`config.mk`:
```
export PLATFORM = sky130hd
export DESIGN_NAME = ieu_entry_return
export DESIGN_NICKNAME = d
export VERILOG_FILES = /design/src/verilog/ieu_pkg.sv /design/src/verilog/ieu_prio_enc.sv /design/src/verilog/ieu_entry_return.sv
export SDC_FILE = /design/constraint.sdc
export NUM_CORES = 1
export LEC_CHECK = 0
export BUFFER_PORTS_ARGS = -buffer_cell sky130_fd_sc_hd__buf_2
export CAP_MARGIN = 20
export CORE_AREA = 4 4 134 136
export CTS_CLUSTER_DIAMETER = 40
export DETAILED_ROUTE_END_ITERATION = 10
export DIE_AREA = 0 0 138 140
export PLACE_DENSITY = 0.76
export SYNTH_ARGS = -nofsm -noshare
export SYNTH_HDL_FRONTEND = slang
export SYNTH_SLANG_ARGS = --single-unit
```
`constraint.sdc`:
```
create_clock -name clk_i -period 2.75 [get_ports clk_i]
set_input_delay 0.55 -clock clk_i [delete_from_list [all_inputs] [get_ports clk_i]]
set_output_delay 0.55 -clock clk_i [all_outputs]
set_load 0.02 [all_outputs]
```
`src/verilog/ieu_pkg.sv`:
```
// package for the interrupt entry/return sequencer: constants and carrier types
package ieu_pkg;
   // core word and vector table geometry
   localparam int          W             = 16;
   localparam int          NVEC          = 32;
   localparam int          NMASK         = 30;
   localparam logic [4:0]  IDX_RST       = 5'h1F;
   localparam logic [4:0]  IDX_NMI       = 5'h1E;
   localparam logic [15:0] VEC_BASE      = 16'hFFC0;
   localparam logic [15:0] VEC_TOP       = 16'hFFFF;
   localparam logic [15:0] SR_CLEAR      = 16'h0000;
   localparam int          SR_IRQ_EN_BIT = 3;
   localparam int          SR_SLEEP_BIT  = 4;

   // latencies in core cycles from acceptance: entry to first handler instruction, return to resumed code
   localparam int ENTRY_CYC_BASE = 6;
   localparam int ENTRY_CYC_EXT  = 5;
   localparam int RET_CYC_BASE   = 5;
   localparam int RET_CYC_EXT    = 3;

   // sequence steps; outputs show two cycles after acceptance plus the step
   localparam int         STEP_W         = 3;
   localparam logic [2:0] STEP_PUSH_PC   = 3'h0;
   localparam logic [2:0] STEP_PUSH_SR   = 3'h1;
   localparam logic [2:0] STEP_VEC       = 3'h2;
   localparam logic [2:0] STEP_VEC_DATA  = 3'h3;
   localparam logic [2:0] STEP_SR_DATA   = 3'h0;
   localparam logic [2:0] STEP_PC_DATA   = 3'h1;
   localparam logic [2:0] STEP_RST_VEC   = 3'h0;
   localparam logic [2:0] STEP_RST_LOAD  = 3'h1;
   localparam logic [2:0] ENTRY_LAST_EXT  = 3'(ENTRY_CYC_EXT - 2);
   localparam logic [2:0] ENTRY_LAST_BASE = 3'(ENTRY_CYC_BASE - 2);
   localparam logic [2:0] RET_LAST_EXT    = 3'(RET_CYC_EXT - 2);
   localparam logic [2:0] RET_LAST_BASE   = 3'(RET_CYC_BASE - 2);

   // register byte offsets
   localparam logic [7:0] REG_CTRL    = 8'h00;
   localparam logic [7:0] REG_NMI_EN  = 8'h04;
   localparam logic [7:0] REG_NMI_FLG = 8'h08;
   localparam logic [7:0] REG_RST_FLG = 8'h0C;
   localparam logic [7:0] REG_SINGLE  = 8'h10;
   localparam logic [7:0] REG_STATUS  = 8'h14;

   // field positions
   localparam int CTRL_EXT_BIT  = 0;
   localparam int NMI_PIN       = 0;
   localparam int NMI_OSC       = 1;
   localparam int NMI_FLASH     = 2;
   localparam int RST_POWER_ON  = 0;
   localparam int RST_PIN       = 1;
   localparam int RST_WDOG      = 2;
   localparam int RST_KEY       = 3;
   localparam int RST_ILL_FETCH = 4;

   typedef enum logic [1:0] {ST_IDLE, ST_ENTRY, ST_RET, ST_RSTV} ieu_state_t;

   // stack port towards the core
   typedef struct packed {
      logic          push;
      logic          pop;
      logic [W-1:0]  data;
   } ieu_stk_t;

   // register load port towards the core
   typedef struct packed {
      logic          pc_load;
      logic [W-1:0]  pc_val;
      logic          sr_load;
      logic [W-1:0]  sr_val;
   } ieu_core_t;
endpackage

```
`src/verilog/ieu_prio_enc.sv`:
```
// fixed-priority encoder: highest set request index wins
`timescale 1ns/1ps
module ieu_prio_enc (
   input  wire logic [31:0] req_i,
   output logic             any_o,
   output logic [4:0]       idx_o
);
   // later iterations overwrite, so the highest index survives
   always_comb begin
      idx_o = '0;
      for (int i = 0; i < ieu_pkg::NVEC; i++) begin
         if (req_i[i]) begin
            idx_o = 5'(i);
         end
      end
   end

   assign any_o = |req_i;
endmodule // ieu_prio_enc

```
`src/verilog/ieu_entry_return.sv`:
```
// interrupt entry and return sequencer with wishbone control registers
// How it works
// [RQ1] entry takes 5 cycles on extended core, 6 on base core
// [RQ2] entry starts only at an instruction boundary, never mid-instruction
// [RQ3] first push is the program counter of the next instruction
// [RQ4] second push is the status word, taken before it is cleared
// [RQ5] highest-priority pending request is selected
// [RQ6] single-source flags clear on acceptance; multi-source flags stay for software
// [RQ7] status word is cleared on entry, ending low power and global enable
// [RQ8] finally the vector word is loaded into the program counter
// [RQ9] return takes 5 cycles on base core, 3 on extended core
// [RQ10] return first pops the status word, restoring all its bits
// [RQ11] return then pops the program counter and resumes
// [RQ12] global enable set in a handler lets any pending request nest
// [RQ13] vectors are words 0FFC0h..0FFFEh, priority rising with address
// [RQ14] software places full 16-bit handler addresses in vectors
// [RQ15] all reset sources share vector 0FFFEh with priority 31
// [RQ16] pin, oscillator and flash events share vector 0FFFCh, priority 30
// [RQ17] software gives every used vector a handler, maybe a shared one
// [RQ18] byte-wide enable and flag registers take byte accesses
// [RQ19] maskable needs own and global enable; non-maskable only its own
// [RQ20] accepting a non-maskable request clears all three non-maskable enables
// [RQ21] owner of a single-source vector gets a one-cycle acknowledge
`timescale 1ns/1ps
module ieu_entry_return (
   input  wire logic             clk_i,
   input  wire logic             rst_i,
   input  wire logic             wb_cyc_i,
   input  wire logic             wb_stb_i,
   input  wire logic             wb_we_i,
   input  wire logic [7:0]       wb_adr_i,
   input  wire logic [3:0]       wb_sel_i,
   input  wire logic [31:0]      wb_dat_i,
   output logic      [31:0]      wb_dat_o,
   output logic                  wb_ack_o,
   input  wire logic             instr_done_i,
   input  wire logic             ret_req_i,
   input  wire logic [15:0]      pc_i,
   input  wire logic [15:0]      sr_i,
   input  wire logic [15:0]      pop_data_i,
   input  wire logic [15:0]      vec_data_i,
   input  wire logic [29:0]      irq_i,
   input  wire logic             nmi_pin_evt_i,
   input  wire logic             osc_fault_evt_i,
   input  wire logic             flash_acc_viol_i,
   input  wire logic             pin_reset_evt_i,
   input  wire logic             watchdog_evt_i,
   input  wire logic             key_viol_evt_i,
   input  wire logic             illegal_fetch_evt_i,
   output ieu_pkg::ieu_stk_t     stk_o,
   output ieu_pkg::ieu_core_t    core_o,
   output logic                  vec_rd_o,
   output logic      [15:0]      vec_addr_o,
   output logic      [29:0]      irq_ack_o,
   output logic                  busy_o,
   output logic                  isr_start_o,
   output logic                  ret_done_o
);
   // byte-lane merge used by every writable register
   function automatic logic [31:0] wmerge(input logic [31:0] old_v,
                                          input logic [31:0] new_v,
                                          input logic [3:0]  sel);
      logic [31:0] r;
      r = old_v;
      for (int b = 0; b < 4; b++) begin
         if (sel[b]) begin
            r[8*b +: 8] = new_v[8*b +: 8];
         end
      end
      return r;
   endfunction

   // word address of a vector slot
   function automatic logic [15:0] vec_addr(input logic [4:0] idx);
      return ieu_pkg::VEC_BASE + {10'h000, idx, 1'b0};
   endfunction

   ieu_pkg::ieu_state_t state_q, state_d;
   logic [2:0]          step_q, step_d;
   logic [4:0]          sel_q, sel_d;
   logic                ext_q, ext_d;
   logic [15:0]         pc_sav_q, pc_sav_d, sr_sav_q, sr_sav_d;
   ieu_pkg::ieu_stk_t   stk_d;
   ieu_pkg::ieu_core_t  core_d;
   logic                vec_rd_d, busy_d, isr_start_d, ret_done_d;
   logic [15:0]         vec_addr_d;
   logic [29:0]         irq_ack_d;
   logic                accept, ret_go, nmi_clr;
   logic                ctrl_ext_q, ctrl_ext_d, ack_d;
   logic [2:0]          nmi_en_q, nmi_en_d, nmi_flg_q, nmi_flg_d, nmi_evt, nmi_wclr;
   logic [4:0]          rst_flg_q, rst_flg_d, rst_evt_v, rst_wclr;
   logic [29:0]         single_q, single_d;
   logic [31:0]         rdat_d, wmask;
   logic                wr, rst_evt, pend_any, irq_on, boundary;
   logic [31:0]         pend;
   logic [4:0]          pend_idx;

   // request gathering: masked sources need global enable, nmi only its own
   assign irq_on   = sr_i[ieu_pkg::SR_IRQ_EN_BIT];
   assign boundary = instr_done_i | sr_i[ieu_pkg::SR_SLEEP_BIT];        // RQ2
   assign pend     = {1'b0, |(nmi_flg_q & nmi_en_q), irq_i & {30{irq_on}}}; // RQ19 RQ16
   assign rst_evt  = |{pin_reset_evt_i, watchdog_evt_i, key_viol_evt_i,
                       illegal_fetch_evt_i};

   ieu_prio_enc u_enc (
      .req_i (pend),
      .any_o (pend_any),
      .idx_o (pend_idx)
   );

   // sequencer next state and core-facing outputs
   always_comb begin
      state_d     = state_q;
      step_d      = 3'(step_q + 3'h1);
      sel_d       = sel_q;
      ext_d       = ext_q;
      pc_sav_d    = pc_sav_q;
      sr_sav_d    = sr_sav_q;
      stk_d       = '0;
      core_d      = '0;
      vec_rd_d    = 1'b0;
      vec_addr_d  = vec_addr_o;
      irq_ack_d   = '0;
      isr_start_d = 1'b0;
      ret_done_d  = 1'b0;
      accept      = 1'b0;
      ret_go      = 1'b0;
      nmi_clr     = 1'b0;
      // reset sources abort whatever runs and fetch the top vector
      if (rst_evt) begin
         state_d = ieu_pkg::ST_RSTV;                                     // RQ15
         step_d  = ieu_pkg::STEP_RST_VEC;
         sel_d   = ieu_pkg::IDX_RST;
      end else begin
         unique case (state_q)
            ieu_pkg::ST_IDLE: begin
               step_d = '0;
               if (ret_req_i) begin
                  ret_go    = 1'b1;
                  state_d   = ieu_pkg::ST_RET;
                  ext_d     = ctrl_ext_q;
                  stk_d.pop = 1'b1;                                      // RQ10
               end else if (boundary && pend_any) begin                  // RQ2 RQ12
                  accept   = 1'b1;
                  state_d  = ieu_pkg::ST_ENTRY;
                  sel_d    = pend_idx;                                   // RQ5
                  ext_d    = ctrl_ext_q;
                  pc_sav_d = pc_i;
                  sr_sav_d = sr_i;                                       // RQ4
                  nmi_clr  = (pend_idx == ieu_pkg::IDX_NMI);             // RQ20
               end
            end
            ieu_pkg::ST_ENTRY: begin
               if (step_q == ieu_pkg::STEP_PUSH_PC) begin
                  stk_d.push = 1'b1;                                     // RQ3
                  stk_d.data = pc_sav_q;
               end
               if (step_q == ieu_pkg::STEP_PUSH_SR) begin
                  stk_d.push = 1'b1;                                     // RQ4
                  stk_d.data = sr_sav_q;
               end
               if (step_q == ieu_pkg::STEP_VEC) begin
                  vec_rd_d       = 1'b1;
                  vec_addr_d     = vec_addr(sel_q);                      // RQ13
                  core_d.sr_load = 1'b1;                                 // RQ7
                  core_d.sr_val  = ieu_pkg::SR_CLEAR;
                  if (sel_q < ieu_pkg::IDX_NMI && single_q[sel_q]) begin
                     irq_ack_d[sel_q] = 1'b1;                            // RQ6 RQ21
                  end
               end
               if (step_q == ieu_pkg::STEP_VEC_DATA) begin
                  core_d.pc_load = 1'b1;                                 // RQ8
                  core_d.pc_val  = vec_data_i;
               end
               if (step_q == (ext_q ? ieu_pkg::ENTRY_LAST_EXT : ieu_pkg::ENTRY_LAST_BASE)) begin
                  isr_start_d = 1'b1;                                    // RQ1
                  state_d     = ieu_pkg::ST_IDLE;
               end
            end
            ieu_pkg::ST_RET: begin
               if (step_q == ieu_pkg::STEP_SR_DATA) begin
                  core_d.sr_load = 1'b1;                                 // RQ10
                  core_d.sr_val  = pop_data_i;
                  stk_d.pop      = 1'b1;                                 // RQ11
               end
               if (step_q == ieu_pkg::STEP_PC_DATA) begin
                  core_d.pc_load = 1'b1;                                 // RQ11
                  core_d.pc_val  = pop_data_i;
               end
               if (step_q == (ext_q ? ieu_pkg::RET_LAST_EXT : ieu_pkg::RET_LAST_BASE)) begin
                  ret_done_d = 1'b1;                                     // RQ9
                  state_d    = ieu_pkg::ST_IDLE;
               end
            end
            ieu_pkg::ST_RSTV: begin
               if (step_q == ieu_pkg::STEP_RST_VEC) begin
                  vec_rd_d       = 1'b1;
                  vec_addr_d     = vec_addr(ieu_pkg::IDX_RST);           // RQ15
                  core_d.sr_load = 1'b1;
                  core_d.sr_val  = ieu_pkg::SR_CLEAR;
               end
               if (step_q == ieu_pkg::STEP_RST_LOAD) begin
                  core_d.pc_load = 1'b1;
                  core_d.pc_val  = vec_data_i;
                  isr_start_d    = 1'b1;
                  state_d        = ieu_pkg::ST_IDLE;
               end
            end
         endcase
      end
      busy_d = (state_d != ieu_pkg::ST_IDLE);
   end

   // sequencer registers; reset starts the reset-vector fetch
   always_ff @(posedge clk_i) begin
      if (rst_i) begin
         state_q     <= ieu_pkg::ST_RSTV;
         step_q      <= ieu_pkg::STEP_RST_VEC;
         sel_q       <= ieu_pkg::IDX_RST;
         ext_q       <= 1'b0;
         pc_sav_q    <= '0;
         sr_sav_q    <= '0;
         stk_o       <= '0;
         core_o      <= '0;
         vec_rd_o    <= 1'b0;
         vec_addr_o  <= ieu_pkg::VEC_TOP;
         irq_ack_o   <= '0;
         busy_o      <= 1'b1;
         isr_start_o <= 1'b0;
         ret_done_o  <= 1'b0;
      end else begin
         state_q     <= state_d;
         step_q      <= step_d;
         sel_q       <= sel_d;
         ext_q       <= ext_d;
         pc_sav_q    <= pc_sav_d;
         sr_sav_q    <= sr_sav_d;
         stk_o       <= stk_d;
         core_o      <= core_d;
         vec_rd_o    <= vec_rd_d;
         vec_addr_o  <= vec_addr_d;
         irq_ack_o   <= irq_ack_d;
         busy_o      <= busy_d;
         isr_start_o <= isr_start_d;
         ret_done_o  <= ret_done_d;
      end
   end

   // sticky flags: a hardware event in the clearing cycle wins over the clear
   assign nmi_evt   = {flash_acc_viol_i, osc_fault_evt_i, nmi_pin_evt_i};
   assign rst_evt_v = {illegal_fetch_evt_i, key_viol_evt_i, watchdog_evt_i,
                       pin_reset_evt_i, 1'b0};
   generate
      for (genvar g = 0; g < 3; g++) begin : g_nmi_flg
         assign nmi_flg_d[g] = nmi_evt[g] | (nmi_flg_q[g] & ~nmi_wclr[g]);   // RQ6 RQ16
      end
      for (genvar g = 0; g < 5; g++) begin : g_rst_flg
         assign rst_flg_d[g] = rst_evt_v[g] | (rst_flg_q[g] & ~rst_wclr[g]);
      end
   endgenerate

   // wishbone slave: answers every access one cycle later, unmapped reads zero
   always_comb begin
      ack_d      = wb_cyc_i & wb_stb_i & ~wb_ack_o;
      wr         = ack_d & wb_we_i;
      wmask      = wmerge(32'h0000_0000, wb_dat_i, wb_sel_i);           // RQ18
      nmi_wclr   = '0;
      rst_wclr   = '0;
      ctrl_ext_d = ctrl_ext_q;
      nmi_en_d   = nmi_en_q;
      single_d   = single_q;
      rdat_d     = '0;
      if (wr) begin
         unique case ({wb_adr_i[7:2], 2'b00})
            ieu_pkg::REG_CTRL: ctrl_ext_d =
               wmask[ieu_pkg::CTRL_EXT_BIT] | (ctrl_ext_q & ~wb_sel_i[0]);
            ieu_pkg::REG_NMI_EN:  nmi_en_d = 3'(wmerge(32'(nmi_en_q), wb_dat_i, wb_sel_i));
            ieu_pkg::REG_NMI_FLG: nmi_wclr = 3'(wmask);
            ieu_pkg::REG_RST_FLG: rst_wclr = 5'(wmask);
            ieu_pkg::REG_SINGLE:  single_d = 30'(wmerge(32'(single_q), wb_dat_i, wb_sel_i));
            default: ;
         endcase
      end
      if (nmi_clr) begin
         nmi_en_d = '0;                                                  // RQ20
      end
      if (ack_d && !wb_we_i) begin
         unique case ({wb_adr_i[7:2], 2'b00})
            ieu_pkg::REG_CTRL:    rdat_d = 32'(ctrl_ext_q);
            ieu_pkg::REG_NMI_EN:  rdat_d = 32'(nmi_en_q);
            ieu_pkg::REG_NMI_FLG: rdat_d = 32'(nmi_flg_q);
            ieu_pkg::REG_RST_FLG: rdat_d = 32'(rst_flg_q);
            ieu_pkg::REG_SINGLE:  rdat_d = 32'(single_q);
            ieu_pkg::REG_STATUS:  rdat_d = 32'({busy_o, sel_q});
            default:              rdat_d = '0;
         endcase
      end
   end

   // register file; power-on flag is set by the reset itself
   always_ff @(posedge clk_i) begin
      if (rst_i) begin
         wb_ack_o   <= 1'b0;
         wb_dat_o   <= '0;
         ctrl_ext_q <= 1'b0;
         nmi_en_q   <= '0;
         nmi_flg_q  <= '0;
         rst_flg_q  <= 5'h01;
         single_q   <= '0;
      end else begin
         wb_ack_o   <= ack_d;
         wb_dat_o   <= rdat_d;
         ctrl_ext_q <= ctrl_ext_d;
         nmi_en_q   <= nmi_en_d;
         nmi_flg_q  <= nmi_flg_d;
         rst_flg_q  <= rst_flg_d;
         single_q   <= single_d;
      end
   end
endmodule // ieu_entry_return

```
==> load_flow_metrics.sql, run 1 <==
INSERT INTO impl_metrics (metric_group, metric, value, unit) VALUES
('run_status', 'status', 'finished, final reports clean', ''),
('sta', 'final_critical_path_setup_slack', '480', 'ps'),
('worst_hold_path', 'worstHoldPathCells', '3', ''),
('logic_synthesis', 'synthTopCellsByArea', 'sky130_fd_sc_hd__dfxtp_1 50%, sky130_fd_sc_hd__nor2_1 3.8%, sky130_fd_sc_hd__a21oi_1 3.6%', ''),
('placed_design', 'pre_cts_ws', '135', 'ps'),
('sta', 'timing_hold_violations_final', '0', ''),
('logic_synthesis', 'synth-compound-area-share', '0.162', ''),
('setup_path', 'worst_ep_required_time', '3160', 'ps'),
('cells_and_area', 'final_layout_size_suffix_gt1_frac', '0.331', ''),
('setup_path', 'crit_path_start_kind', 'register', ''),
('logic_synthesis', 'synth_cells', '916', ''),
('power', 'cellLeakagePower', '4.71', 'nW'),
('floorplanning', 'core_region_area', '16900', 'um2'),
('sta', 'final-max-slew-violation-count', '0', ''),
('cts', 'clk_pin_slew', '60', 'ps'),
('cts', 'cts_max_level', '1', ''),
('floorplanning', 'design.portCount', '287', ''),
('placed_design', 'dp_hpwl', '16.1', 'mm'),
('logic_synthesis', 'main_combinational_cell_family_by_area_after_synthesis', 'simple AND/OR/NAND/NOR gates', ''),
('worst_hold_path', 'hold-path-endpoint', 'nmi_flg_q[2]$_SDFF_PP0_', ''),
('setup_path', 'worst-r2r-cell-count', '7', ''),
('logic_synthesis', 'netlist.area_leader.share', '0.503', ''),
('floorplanning', 'initial_utilization', '0.489', ''),
('setup_path', 'worstPathArrival', '2680', 'ps'),
('routing', 'detail_route.drc_violations', '0', ''),
('sta', 'setup-violations-final', '0', ''),
('logic_synthesis', 'synth_top_area_cell', 'sky130_fd_sc_hd__dfxtp_1', ''),
('routing', 'drt-total-wl', '22.6', 'mm'),
('floorplanning', 'placementRows', '48', ''),
('global_route', 'initial_antenna_violation_count', '1', ''),
('routing', 'wl_met2', '10.8', 'mm'),
('logic_synthesis', 'postSynth.topFlopCell', 'sky130_fd_sc_hd__dfxtp_1', ''),
('logic_synthesis', 'synth_warn', '0', ''),
('sta', 'unrepaired_setup_endpoints_after_global_routing', 'no', ''),
('global_route', 'track_usage', '0.221', ''),
('job', 'cap_viol_max_count', '0', ''),
('logic_synthesis', 'yosysMostFrequentCell', 'sky130_fd_sc_hd__dfxtp_1', ''),
('cts', 'numCtsBuffers', '31', ''),
('logic_synthesis', 'ys_top_cells_by_count', '208 x sky130_fd_sc_hd__dfxtp_1, 83 x sky130_fd_sc_hd__nor2_1, 60 x sky130_fd_sc_hd__a21oi_1, 53 x sky130_fd_sc_hd__nand2_1, 43 x sky130_fd_sc_hd__inv_1', ''),
('global_route', 'via_count_of_the_first_global_routing_pass', '7109', ''),
('logic_synthesis', 'synth_xor_area_frac', '0.00106', ''),
('cts', 'clock-root-buffer', 'sky130_fd_sc_hd__clkbuf_16', ''),
('routing', 'detail_route.first_pass.iterations', '6', ''),
('power', 'worst_vdd_rail_ir_drop', '0.000465', 'V'),
('floorplanning', 'die-height', '140', 'um'),
('routing', 'routed.top_layer', 'met5', ''),
('setup_path', 'critical_path.max_fanout', '30', ''),
('cts', 'cts_tree', 'built', ''),
('routing', 'dr_vias_cell', '5.26', ''),
('routing', 'detail_route.wirelength.met1', '9.54', 'mm'),
('sta', 'fin_crit_share', '0.826', ''),
('sta', 'setup-tns-final', '0', 'ps'),
('sta', 'fmax', '0.441', 'GHz'),
('setup_path', 'worstReg2RegStart', 'sel_q[0]$_SDFFE_PP1P_', ''),
('routing', 'vias', '7530', ''),
('power', 'power_per_cell_area', '673', 'nW/um2'),
('floorplanning', 'die_width', '138', 'um'),
('cts', 'cts_resized', '0', ''),
('logic_synthesis', 'synth_simple_gate_area_frac', '0.224', ''),
('logic_synthesis', 'yosysSeqAreaShare', '0.503', ''),
('routing', 'routedWlPerCell', '15.8', 'um'),
('sta', 'worst_slew_pin_slew', '582', 'ps'),
('floorplanning', 'fp.dieArea', '19300', 'um2'),
('routing', 'drt_iter0_drc', '494', ''),
('setup_path', 'setup.worst_path.end_class', 'register', ''),
('placed_design', 'place.port_buffers', '270', ''),
('logic_synthesis', 'netlist-cell-type-count', '59', ''),
('global_route', 'grt_max_degree', '67', ''),
('worst_hold_path', 'min-delay-start', 'flash_acc_viol_i', ''),
('cts', 'postCtsSetupRepairBufs', '0', ''),
('logic_synthesis', 'synth.area.mux_share', '0.0375', '');
[worst max-delay path: stages, from the launching register on]
cell and delay [ps]:
sky130_fd_sc_hd__dfxtp_1 410, sky130_fd_sc_hd__buf_4 300, sky130_fd_sc_hd__mux2_2 370, sky130_fd_sc_hd__and3_1 170
sky130_fd_sc_hd__o211a_1 210, sky130_fd_sc_hd__nor4_2 250, sky130_fd_sc_hd__buf_4 320, sky130_fd_sc_hd__nor4_1 110
[worst max-delay path by stage]
stage	from	to	cells after the start
finish	sel_q[0]$_SDFFE_PP1P_	irq_ack_o[29]$_SDFF_PP0_	7
global route	sel_q[0]$_SDFFE_PP1P_	irq_ack_o[25]$_SDFF_PP0_	7
CTS	sel_q[0]$_SDFFE_PP1P_	irq_ack_o[29]$_SDFF_PP0_	7
detailed placement	irq_i[15]	nmi_en_q[0]$_SDFFE_PP0P_	7
global placement	irq_i[15]	nmi_en_q[1]$_SDFFE_PP0P_	7
floorplan	irq_i[15]	pc_sav_q[0]$_SDFFE_PP0P_	7
[per-layer routing]
metal  up-vias  GRT usage
li1       3737          -
met2       311      0.372
met4         2     0.0624
met5         -          0
met1      3444      0.291
met3        36     0.0434
[per-stage QoR]
stage               utilization  hold slack (ps)  power (mW)  instances  area [um2]
detailed placement        0.581              453        3.39       1374        9830
CTS                       0.646              206        7.42       1432       10900
global route              0.646              213        7.61       1432       10900
floorplan                     -              423        3.24        926        8320
global placement          0.581              449        3.39       1374        9830
finish                    0.646              226        7.36       1432       10900
[cells in the final DEF (no fill, tap or decap), types with 4 or more instances in the layout]
master | Yosys | routed
sky130_fd_sc_hd__dfxtp_1 | 208 | 208
sky130_fd_sc_hd__and2_1 | 41 | 41
sky130_fd_sc_hd__buf_2 | 14 | 270
sky130_fd_sc_hd__nor2_1 | 83 | 83
sky130_fd_sc_hd__mux4_2 | 7 | 7
sky130_fd_sc_hd__inv_1 | 43 | 43
sky130_fd_sc_hd__clkinvlp_4 | 0 | 4
sky130_fd_sc_hd__nor4_1 | 27 | 26
sky130_fd_sc_hd__inv_8 | 0 | 7
sky130_fd_sc_hd__a31oi_1 | 4 | 4
sky130_fd_sc_hd__buf_4 | 13 | 25
sky130_fd_sc_hd__nand2_1 | 53 | 53
sky130_fd_sc_hd__a22oi_1 | 37 | 37
sky130_fd_sc_hd__a21oi_2 | 20 | 20
sky130_fd_sc_hd__or3_1 | 36 | 36
sky130_fd_sc_hd__o41a_1 | 4 | 4
sky130_fd_sc_hd__conb_1 | 2 | 12
sky130_fd_sc_hd__nand2b_1 | 8 | 8
sky130_fd_sc_hd__a21oi_1 | 60 | 60
sky130_fd_sc_hd__clkinv_4 | 0 | 4
sky130_fd_sc_hd__nor3b_1 | 5 | 4
sky130_fd_sc_hd__o21ai_0 | 26 | 26
sky130_fd_sc_hd__o21ai_1 | 19 | 19
sky130_fd_sc_hd__o41ai_1 | 5 | 5
sky130_fd_sc_hd__nand3_1 | 41 | 41
sky130_fd_sc_hd__mux2i_1 | 13 | 13
sky130_fd_sc_hd__nor2b_1 | 11 | 11
sky130_fd_sc_hd__ha_1 | 5 | 5
sky130_fd_sc_hd__inv_6 | 0 | 4
sky130_fd_sc_hd__nor3_1 | 35 | 33
sky130_fd_sc_hd__clkbuf_16 | 0 | 31
sky130_fd_sc_hd__nand3b_1 | 8 | 8
[state kept, by name (all words and copies together), names as in the netlist, named ones only]
name and flops:
busy_o 1, sr_sav_q 16, nmi_en_q 3, pc_sav_q 16, irq_ack_o 30, rst_flg_q 5, single_q 30, isr_start_o 1
ret_done_o 1, sel_q 5, nmi_flg_q 3, wb_dat_o 30, step_q 3, ext_q 1, stk_o 18, state_q 2
core_o 34, vec_addr_o 6, vec_rd_o 1, wb_ack_o 1
[where the power goes]
part / internal (mW) / switching, mW / total (mW)
Clock: 2.43 / 1.60 / 4.03
Sequential: 3.02 / 0.00764 / 3.03
Combinational: 0.122 / 0.175 / 0.297
Total: 5.58 / 1.78 / 7.36
[final cells by class]
class,count,area [um2]
clock buffer,34,817
timing repair buffer,297,1580
sequential,208,4160
fill,1408,6000
tap,225,282
clock inverter,24,288
multi-input combinational,601,3650
inverter,43,161
[cell families (layout without fill, tap and decap cells)]
group | count (synthesis) | count (layout)
AOI/OAI and AO/OA | 202 | 202
xor gates and xnor gates | 1 | 1
adders and majority gates | 5 | 5
buffers and inverters | 117 | 398
DFF | 208 | 208
muxes | 22 | 22
other | 2 | 12
and+or+nand+nor | 359 | 359
No activity file was read; power rests on OpenSTA's default activity.
==> run 2, diff against run 1 <==
==> constraint.sdc (replaced) <==
create_clock -name clk_i -period 2.1 [get_ports clk_i]
set_input_delay 0.42 -clock clk_i [delete_from_list [all_inputs] [get_ports clk_i]]
set_output_delay 0.42 -clock clk_i [all_outputs]
set_load 0.02 [all_outputs]
==> load_flow_metrics.sql, run 2 (same netlist as run 1, synthesis figures left out) <==
INSERT INTO impl_metrics (metric_group, metric, value, unit) VALUES
('run_status', 'status', 'finished, final reports clean', ''),
('setup_path', 'timing_worst_setup_path_type', 'register to register', ''),
('cells_and_area', 'finalCoreUtilization', '0.670', ''),
('setup_path', 'crit_path_cell_trace', 'mux4_2 -> nor2b_4 -> o211a_1 -> nor4_4 -> buf_6 -> nor4_1', ''),
('cts', 'clock_sink_count', '208', ''),
('setup_path', 'worst_ep_required_time', '2490', 'ps'),
('routing', 'vias', '7817', ''),
('floorplanning', 'fp.dieArea', '19300', 'um2'),
('global_route', 'track_usage', '0.231', ''),
('floorplanning', 'die-height', '140', 'um'),
('worst_hold_path', 'worstHoldPathCells', '2', ''),
('power', 'comb_power_share', '0.049', ''),
('global_route', 'grt_pass1_wl', '37.8', 'mm'),
('floorplanning', 'placementRows', '48', ''),
('cts', 'cts_tree', 'built', ''),
('cells_and_area', 'filler_cell_count', '1387', ''),
('setup_path', 'worstReg2RegStart', 'sel_q[0]$_SDFFE_PP1P_', ''),
('sta', 'hold-worst-slack', '110', 'ps'),
('floorplanning', 'design.portCount', '287', ''),
('worst_hold_path', 'min-delay-start', 'pop_data_i[9]', ''),
('routing', 'dr_vias_cell', '5.26', ''),
('setup_path', 'worst-r2r-cell-count', '6', ''),
('setup_path', 'critPathBufInv', '1', ''),
('sta', 'final_critical_path_setup_slack', '32.1', 'ps'),
('worst_hold_path', 'timing.hold.worst.class', 'primary input to register', ''),
('placed_design', 'dp_hpwl', '16.8', 'mm'),
('setup_path', 'worstPathArrival', '2450', 'ps'),
('cells_and_area', 'multiInputGateArea', '3690', 'um2'),
('sta', 'unrepaired_setup_endpoints_after_global_routing', 'yes', ''),
('cells_and_area', 'antenna_cells_inserted', '0', ''),
('sta', 'worst_slew_pin_slew', '835', 'ps'),
('power', 'power_spent_charging_and_discharging_nets', '2.13', 'mW'),
('cts', 'clock-root-buffer', 'sky130_fd_sc_hd__clkbuf_16', ''),
('setup_path', 'cp_num_cells', '6', ''),
('floorplanning', 'core_region_area', '16900', 'um2'),
('setup_path', 'setup.worst_path.end_class', 'register', ''),
('placed_design', 'detailed_place.area', '10300', 'um2'),
('routing', 'drt-total-wl', '23.8', 'mm'),
('cts', 'numCtsBuffers', '28', ''),
('setup_path', 'critical_path.max_fanout', '15', ''),
('power', 'share_clk_of_total_power', '0.519', ''),
('setup_path', 'path_delay_family', 'simple AND/OR/NAND/NOR gates', ''),
('power', 'swShare', '0.232', ''),
('cts', 'cts_max_level', '1', ''),
('setup_path', 'crit_path_start_kind', 'register', ''),
('floorplanning', 'die_width', '138', 'um'),
('sta', 'timing_hold_violations_final', '0', ''),
('cells_and_area', 'most_frequent_cells_in_the_layout', '270 x sky130_fd_sc_hd__buf_2, 206 x sky130_fd_sc_hd__dfxtp_1, 83 x sky130_fd_sc_hd__nor2_1', ''),
('cells_and_area', 'layout_commonest_cell', 'sky130_fd_sc_hd__buf_2', ''),
('routing', 'ant_nets', '0', ''),
('setup_path', 'critPathMaxStageDelay', '530', 'ps'),
('power', 'worst_vdd_rail_ir_drop', '0.000603', 'V'),
('routing', 'routedWlPerCell', '16.1', 'um'),
('sta', 'timing.clock.skew', '17.9', 'ps'),
('routing', 'drt_iter0_drc', '324', ''),
('sta', 'final-max-slew-violation-count', '0', ''),
('power', 'cellLeakagePower', '4.97', 'nW'),
('placed_design', 'place.port_buffers', '270', ''),
('placed_design', 'globalplace.congestion', '0.884', ''),
('floorplanning', 'initial_utilization', '0.489', ''),
('sta', 'fin_crit_share', '0.985', ''),
('setup_path', 'critical-path-slowest-cell', 'sky130_fd_sc_hd__mux4_2', ''),
('global_route', 'grt_remaining_overflow', '0', ''),
('cts', 'cts_hold_repair.buffers', '0', ''),
('cells_and_area', 'final_cell_area', '11300', 'um2'),
('global_route', 'grt_max_degree', '65', ''),
('setup_path', 'critPathLaunch', 'sel_q[0]$_SDFFE_PP1P_', ''),
('cells_and_area', 'design.final.nets', '1395', ''),
('power', 'power_per_cell_area', '809', 'nW/um2'),
('cts', 'clock_tree.buffer_depth', '3', ''),
('sta', 'period_minus_slack', '2070', 'ps'),
('cts', 'clk_pin_slew', '60', 'ps'),
('cells_and_area', 'largest_register_ffs', '34', ''),
('routing', 'detail_route.drc_violations', '0', ''),
('placed_design', 'pre_cts_ws', '-425', 'ps'),
('sta', 'maxSlewHeadroom', '0.443', ''),
('cts', 'worst_skew_pair.late_latency', '520', 'ps'),
('cells_and_area', 'ff_latch_area', '4170', 'um2'),
('sta', 'setup-violations-final', '0', ''),
('power', 'p_int', '7.05', 'mW'),
('job', 'cap_viol_max_count', '0', ''),
('sta', 'fmax', '0.484', 'GHz'),
('cells_and_area', 'largest_register', 'core_o', ''),
('global_route', 'via_count_of_the_first_global_routing_pass', '7559', ''),
('power', 'seqPwrFrac', '0.432', ''),
('cells_and_area', 'syn2layout_area_growth', '37.0', '%'),
('global_route', 'initial_antenna_violation_count', '0', ''),
('cells_and_area', 'final_layout_size_suffix_gt1_frac', '0.365', ''),
('routing', 'detail_route.first_pass.iterations', '6', '');
run 2: cell types whose count changed in the layout (fill, tap and decap cells not counted), sizes merged:
cell,delta
buf,+58
inv,-4
clkbuf,+2
bufinv,-1
clkinv,-1
clkinvlp,-1
run 2: path summary, 6_finish.rpt:
kind	endpoint	slack [ps]
min reg2reg	vec_addr_o[0]$_SDFFE_PP1P_	440
max	irq_ack_o[17]$_SDFF_PP0_	30
min	core_o[9]$_SDFF_PP0_	110
max reg2reg	irq_ack_o[17]$_SDFF_PP0_	30
run 2: power groups by stage:
stage               Clock (mW)  Combinational, mW  Sequential, mW
floorplan                    0              0.187            4.05
global placement             0              0.437            4.05
detailed placement           0              0.440            4.06
CTS                       4.85              0.444            3.97
global route              5.02              0.492            3.97
finish                    4.77              0.446            3.97
run 2: area by class of cell:
cell class,instances,share of cell area
Clock inverter,17,0.0160
Inverter,43,0.0142
Clock buffer,35,0.0704
Sequential cell,208,0.367
Multi-Input combinational cell,601,0.325
Tap cell,225,0.0248
Timing Repair Buffer,356,0.182
run 2: stage by stage:
| step | std cells | TNS (ps) | total power [mW] |
|---|---|---|---|
| 3_5_place_dp | 1427 | -33480 | 4.49 |
| 2_1_floorplan | 926 | -2420 | 4.24 |
| 4_1_cts | 1481 | 0 | 9.26 |
| 3_3_place_gp | 1427 | -31660 | 4.49 |
| 5_1_grt | 1485 | -340 | 9.48 |
| 6_report | 1485 | 0 | 9.18 |
run 2: metal layers:
metal | track usage | routed length (um)
met1 | 0.302 | 10100
met2 | 0.391 | 11600
met3 | 0.0434 | 1620
met4 | 0.0723 | 579
met5 | 0 | 0
run 2: what timing repair did:
item | 4_1_cts | 5_1_grt
pin swaps | 0 | 3
setup buffers | 0 | 2
endpoints found under the setup margin | 30 | 65
cloned | 2 | 2
resized for setup | 5 | 8
==> run 3, diff against run 2 <==
--- a/config.mk
+++ b/config.mk
@@ -11,7 +11,7 @@
 export CTS_CLUSTER_DIAMETER = 40
 export DETAILED_ROUTE_END_ITERATION = 10
 export DIE_AREA = 0 0 138 140
-export PLACE_DENSITY = 0.76
+export PLACE_DENSITY = 0.88
 export SYNTH_ARGS = -nofsm -noshare
 export SYNTH_HDL_FRONTEND = slang
 export SYNTH_SLANG_ARGS = --single-unit
==> load_flow_metrics.sql, run 3 (same netlist as run 1, synthesis figures left out) <==
INSERT INTO impl_metrics (metric_group, metric, value, unit) VALUES
('setup_path', 'worstPathArrival', '2600', 'ps'),
('setup_path', 'worst_ep_required_time', '2480', 'ps'),
('sta', 'timing_hold_violations_final', '0', ''),
('routing', 'detail_route.first_pass.iterations', '6', ''),
('worst_hold_path', 'hold-path-endpoint', 'nmi_flg_q[2]$_SDFF_PP0_', ''),
('cts', 'worst_skew_pair.late_latency', '500', 'ps'),
('cells_and_area', 'largest_register', 'core_o', ''),
('power', 'swShare', '0.223', ''),
('sta', 'timing.clock.skew', '12.2', 'ps'),
('routing', 'detail_route.drc_violations', '0', ''),
('sta', 'setup-tns-final', '-2900', 'ps'),
('setup_path', 'worst-r2r-cell-count', '8', ''),
('worst_hold_path', 'timing.hold.worst.class', 'primary input to register', ''),
('global_route', 'grt_max_degree', '67', ''),
('sta', 'setup-violations-final', '30', ''),
('cells_and_area', 'most_frequent_cells_in_the_layout', '270 x sky130_fd_sc_hd__buf_2, 206 x sky130_fd_sc_hd__dfxtp_1, 83 x sky130_fd_sc_hd__nor2_1', ''),
('power', 'seqPwrFrac', '0.446', ''),
('power', 'comb_power_share', '0.051', ''),
('global_route', 'via_count_of_the_first_global_routing_pass', '7798', ''),
('setup_path', 'path_delay_family', 'simple AND/OR/NAND/NOR gates', ''),
('global_route', 'grt_remaining_overflow', '0', ''),
('setup_path', 'setup.worst_path.end_class', 'register', ''),
('setup_path', 'critPathBufInv', '3', ''),
('floorplanning', 'die-height', '140', 'um'),
('setup_path', 'critPathMaxStageDelay', '530', 'ps'),
('sta', 'period_minus_slack', '2220', 'ps'),
('power', 'power_spent_charging_and_discharging_nets', '1.98', 'mW'),
('sta', 'final_critical_path_setup_slack', '-121', 'ps'),
('worst_hold_path', 'worstHoldPathCells', '3', ''),
('routing', 'drt-total-wl', '25.1', 'mm'),
('setup_path', 'critical-path-slowest-cell', 'sky130_fd_sc_hd__mux4_2', ''),
('cells_and_area', 'largest_register_ffs', '34', ''),
('run_status', 'violations_in_the_final_reports', 'negative setup slack', ''),
('cells_and_area', 'filler_cell_count', '1285', ''),
('placed_design', 'pre_cts_ws', '-431', 'ps'),
('global_route', 'track_usage', '0.240', ''),
('placed_design', 'globalplace.congestion', '0.875', ''),
('setup_path', 'timing_worst_setup_path_type', 'register to register', ''),
('power', 'share_clk_of_total_power', '0.502', ''),
('cts', 'clock-root-buffer', 'sky130_fd_sc_hd__clkbuf_16', ''),
('sta', 'unrepaired_setup_endpoints_after_global_routing', 'yes', ''),
('placed_design', 'dp_hpwl', '17.6', 'mm'),
('cts', 'clock_sink_count', '208', ''),
('global_route', 'grt_pass1_wl', '38.8', 'mm'),
('cells_and_area', 'final_cell_area', '11400', 'um2'),
('cts', 'clock_tree.buffer_depth', '3', ''),
('cells_and_area', 'antenna_cells_inserted', '0', ''),
('routing', 'routedWlPerCell', '16.9', 'um'),
('run_status', 'status', 'complete, but fails checks', ''),
('floorplanning', 'core_region_area', '16900', 'um2'),
('sta', 'fin_crit_share', '1.06', ''),
('sta', 'final-max-slew-violation-count', '0', ''),
('cts', 'cts_max_level', '1', ''),
('sta', 'fmax', '0.450', 'GHz'),
('setup_path', 'worst-r2r-setup-slack', '-120', 'ps'),
('routing', 'drt_iter0_drc', '430', ''),
('routing', 'ant_nets', '0', ''),
('cells_and_area', 'design.final.nets', '1396', ''),
('floorplanning', 'die_width', '138', 'um'),
('job', 'cap_viol_max_count', '0', ''),
('placed_design', 'detailed_place.area', '10200', 'um2'),
('power', 'worst_vdd_rail_ir_drop', '0.000600', 'V'),
('sta', 'hold-worst-slack', '130', 'ps'),
('cts', 'cts_tree', 'built', ''),
('cells_and_area', 'layout_commonest_cell', 'sky130_fd_sc_hd__buf_2', ''),
('setup_path', 'critical_path.max_fanout', '7', ''),
('placed_design', 'place.port_buffers', '270', ''),
('setup_path', 'r2r-end', 'irq_ack_o[13]$_SDFF_PP0_', ''),
('cts', 'cts_hold_repair.buffers', '0', ''),
('cts', 'clk_pin_slew', '60', 'ps'),
('floorplanning', 'fp.dieArea', '19300', 'um2'),
('setup_path', 'crit_path_start_kind', 'register', ''),
('sta', 'maxSlewHeadroom', '0.465', ''),
('setup_path', 'crit_path_cell_trace', 'buf_12 -> mux4_2 -> nand2b_1 -> nand4_1 -> nor4_4 -> buf_4 -> buf_6 -> nor4_1', ''),
('routing', 'vias', '7976', ''),
('routing', 'dr_vias_cell', '5.38', ''),
('setup_path', 'critPathLaunch', 'sel_q[0]$_SDFFE_PP1P_', ''),
('cells_and_area', 'syn2layout_area_growth', '37.4', '%'),
('power', 'cellLeakagePower', '4.96', 'nW'),
('power', 'power_per_cell_area', '781', 'nW/um2'),
('worst_hold_path', 'min-delay-start', 'flash_acc_viol_i', ''),
('power', 'p_int', '6.91', 'mW'),
('floorplanning', 'design.portCount', '287', ''),
('cells_and_area', 'final_layout_size_suffix_gt1_frac', '0.371', ''),
('global_route', 'initial_antenna_violation_count', '2', ''),
('cts', 'numCtsBuffers', '25', ''),
('floorplanning', 'initial_utilization', '0.489', ''),
('setup_path', 'worstReg2RegStart', 'sel_q[0]$_SDFFE_PP1P_', ''),
('floorplanning', 'placementRows', '48', ''),
('sta', 'worst_slew_pin_slew', '803', 'ps');
[run 3: metrics by stage]
stage | cells | util | total power, mW
after floorplan | 926 | - | 4.24
after global placement | 1424 | 0.605 | 4.49
after detailed placement | 1425 | 0.605 | 4.50
after CTS | 1478 | 0.664 | 8.95
after global routing | 1482 | 0.672 | 9.17
final | 1482 | 0.672 | 8.88
[run 3: how the worst max path moves through the flow]
stage / slack [ps] / endpoint / cells past startpoint
4_1_cts: 2 / irq_ack_o[9]$_SDFF_PP0_ / 8
3_3_place_gp: -340 / nmi_en_q[1]$_SDFFE_PP0P_ / 7
3_5_place_dp: -430 / nmi_en_q[0]$_SDFFE_PP0P_ / 7
5_1_grt: -180 / irq_ack_o[13]$_SDFF_PP0_ / 8
6_report: -120 / irq_ack_o[13]$_SDFF_PP0_ / 8
2_1_floorplan: -100 / pc_sav_q[0]$_SDFFE_PP0P_ / 7
[run 3: final cells by class]
| class | instances | area [um2] | share of cell area |
|---|---|---|---|
| clock inverter | 14 | 190 | 0.0167 |
| timing repair buffer | 360 | 2130 | 0.187 |
| tap | 225 | 282 | 0.0247 |
| sequential | 208 | 4170 | 0.366 |
| clock buffer | 31 | 688 | 0.0605 |
| inverter | 43 | 161 | 0.0142 |
| multi-input combinational | 601 | 3760 | 0.330 |
[run 3: metal layers]
layer,share of wire,up-vias,track usage
li1,-,3836,-
met1,0.39,3676,0.291
met2,0.51,390,0.424
met3,0.072,70,0.0461
met4,0.029,4,0.0889
met5,0.0011,-,0
[run 3: power by group through the flow]
stage                     registers [mW]  logic [mW]  clock network (mW)
after CTS                           3.97       0.448                4.54
final                               3.97       0.454                4.46
after floorplan                     4.05       0.187                   0
after global routing                3.97       0.497                4.71
after global placement              4.05       0.435                   0
after detailed placement            4.05       0.444                   0
[run 3: what timing repair did]
item / in CTS / in global routing
pin swaps: 2 / 6
cloned: 3 / 2
setup endpoints to repair: 30 / 85
resized for setup: 16 / 12
buffers inserted: 5 / 3
[run 3: tightest hold or removal path, stage by stage]
cell                      delay, ps
sky130_fd_sc_hd__buf_2           80
sky130_fd_sc_hd__a21oi_1         30
sky130_fd_sc_hd__nor2_1          70
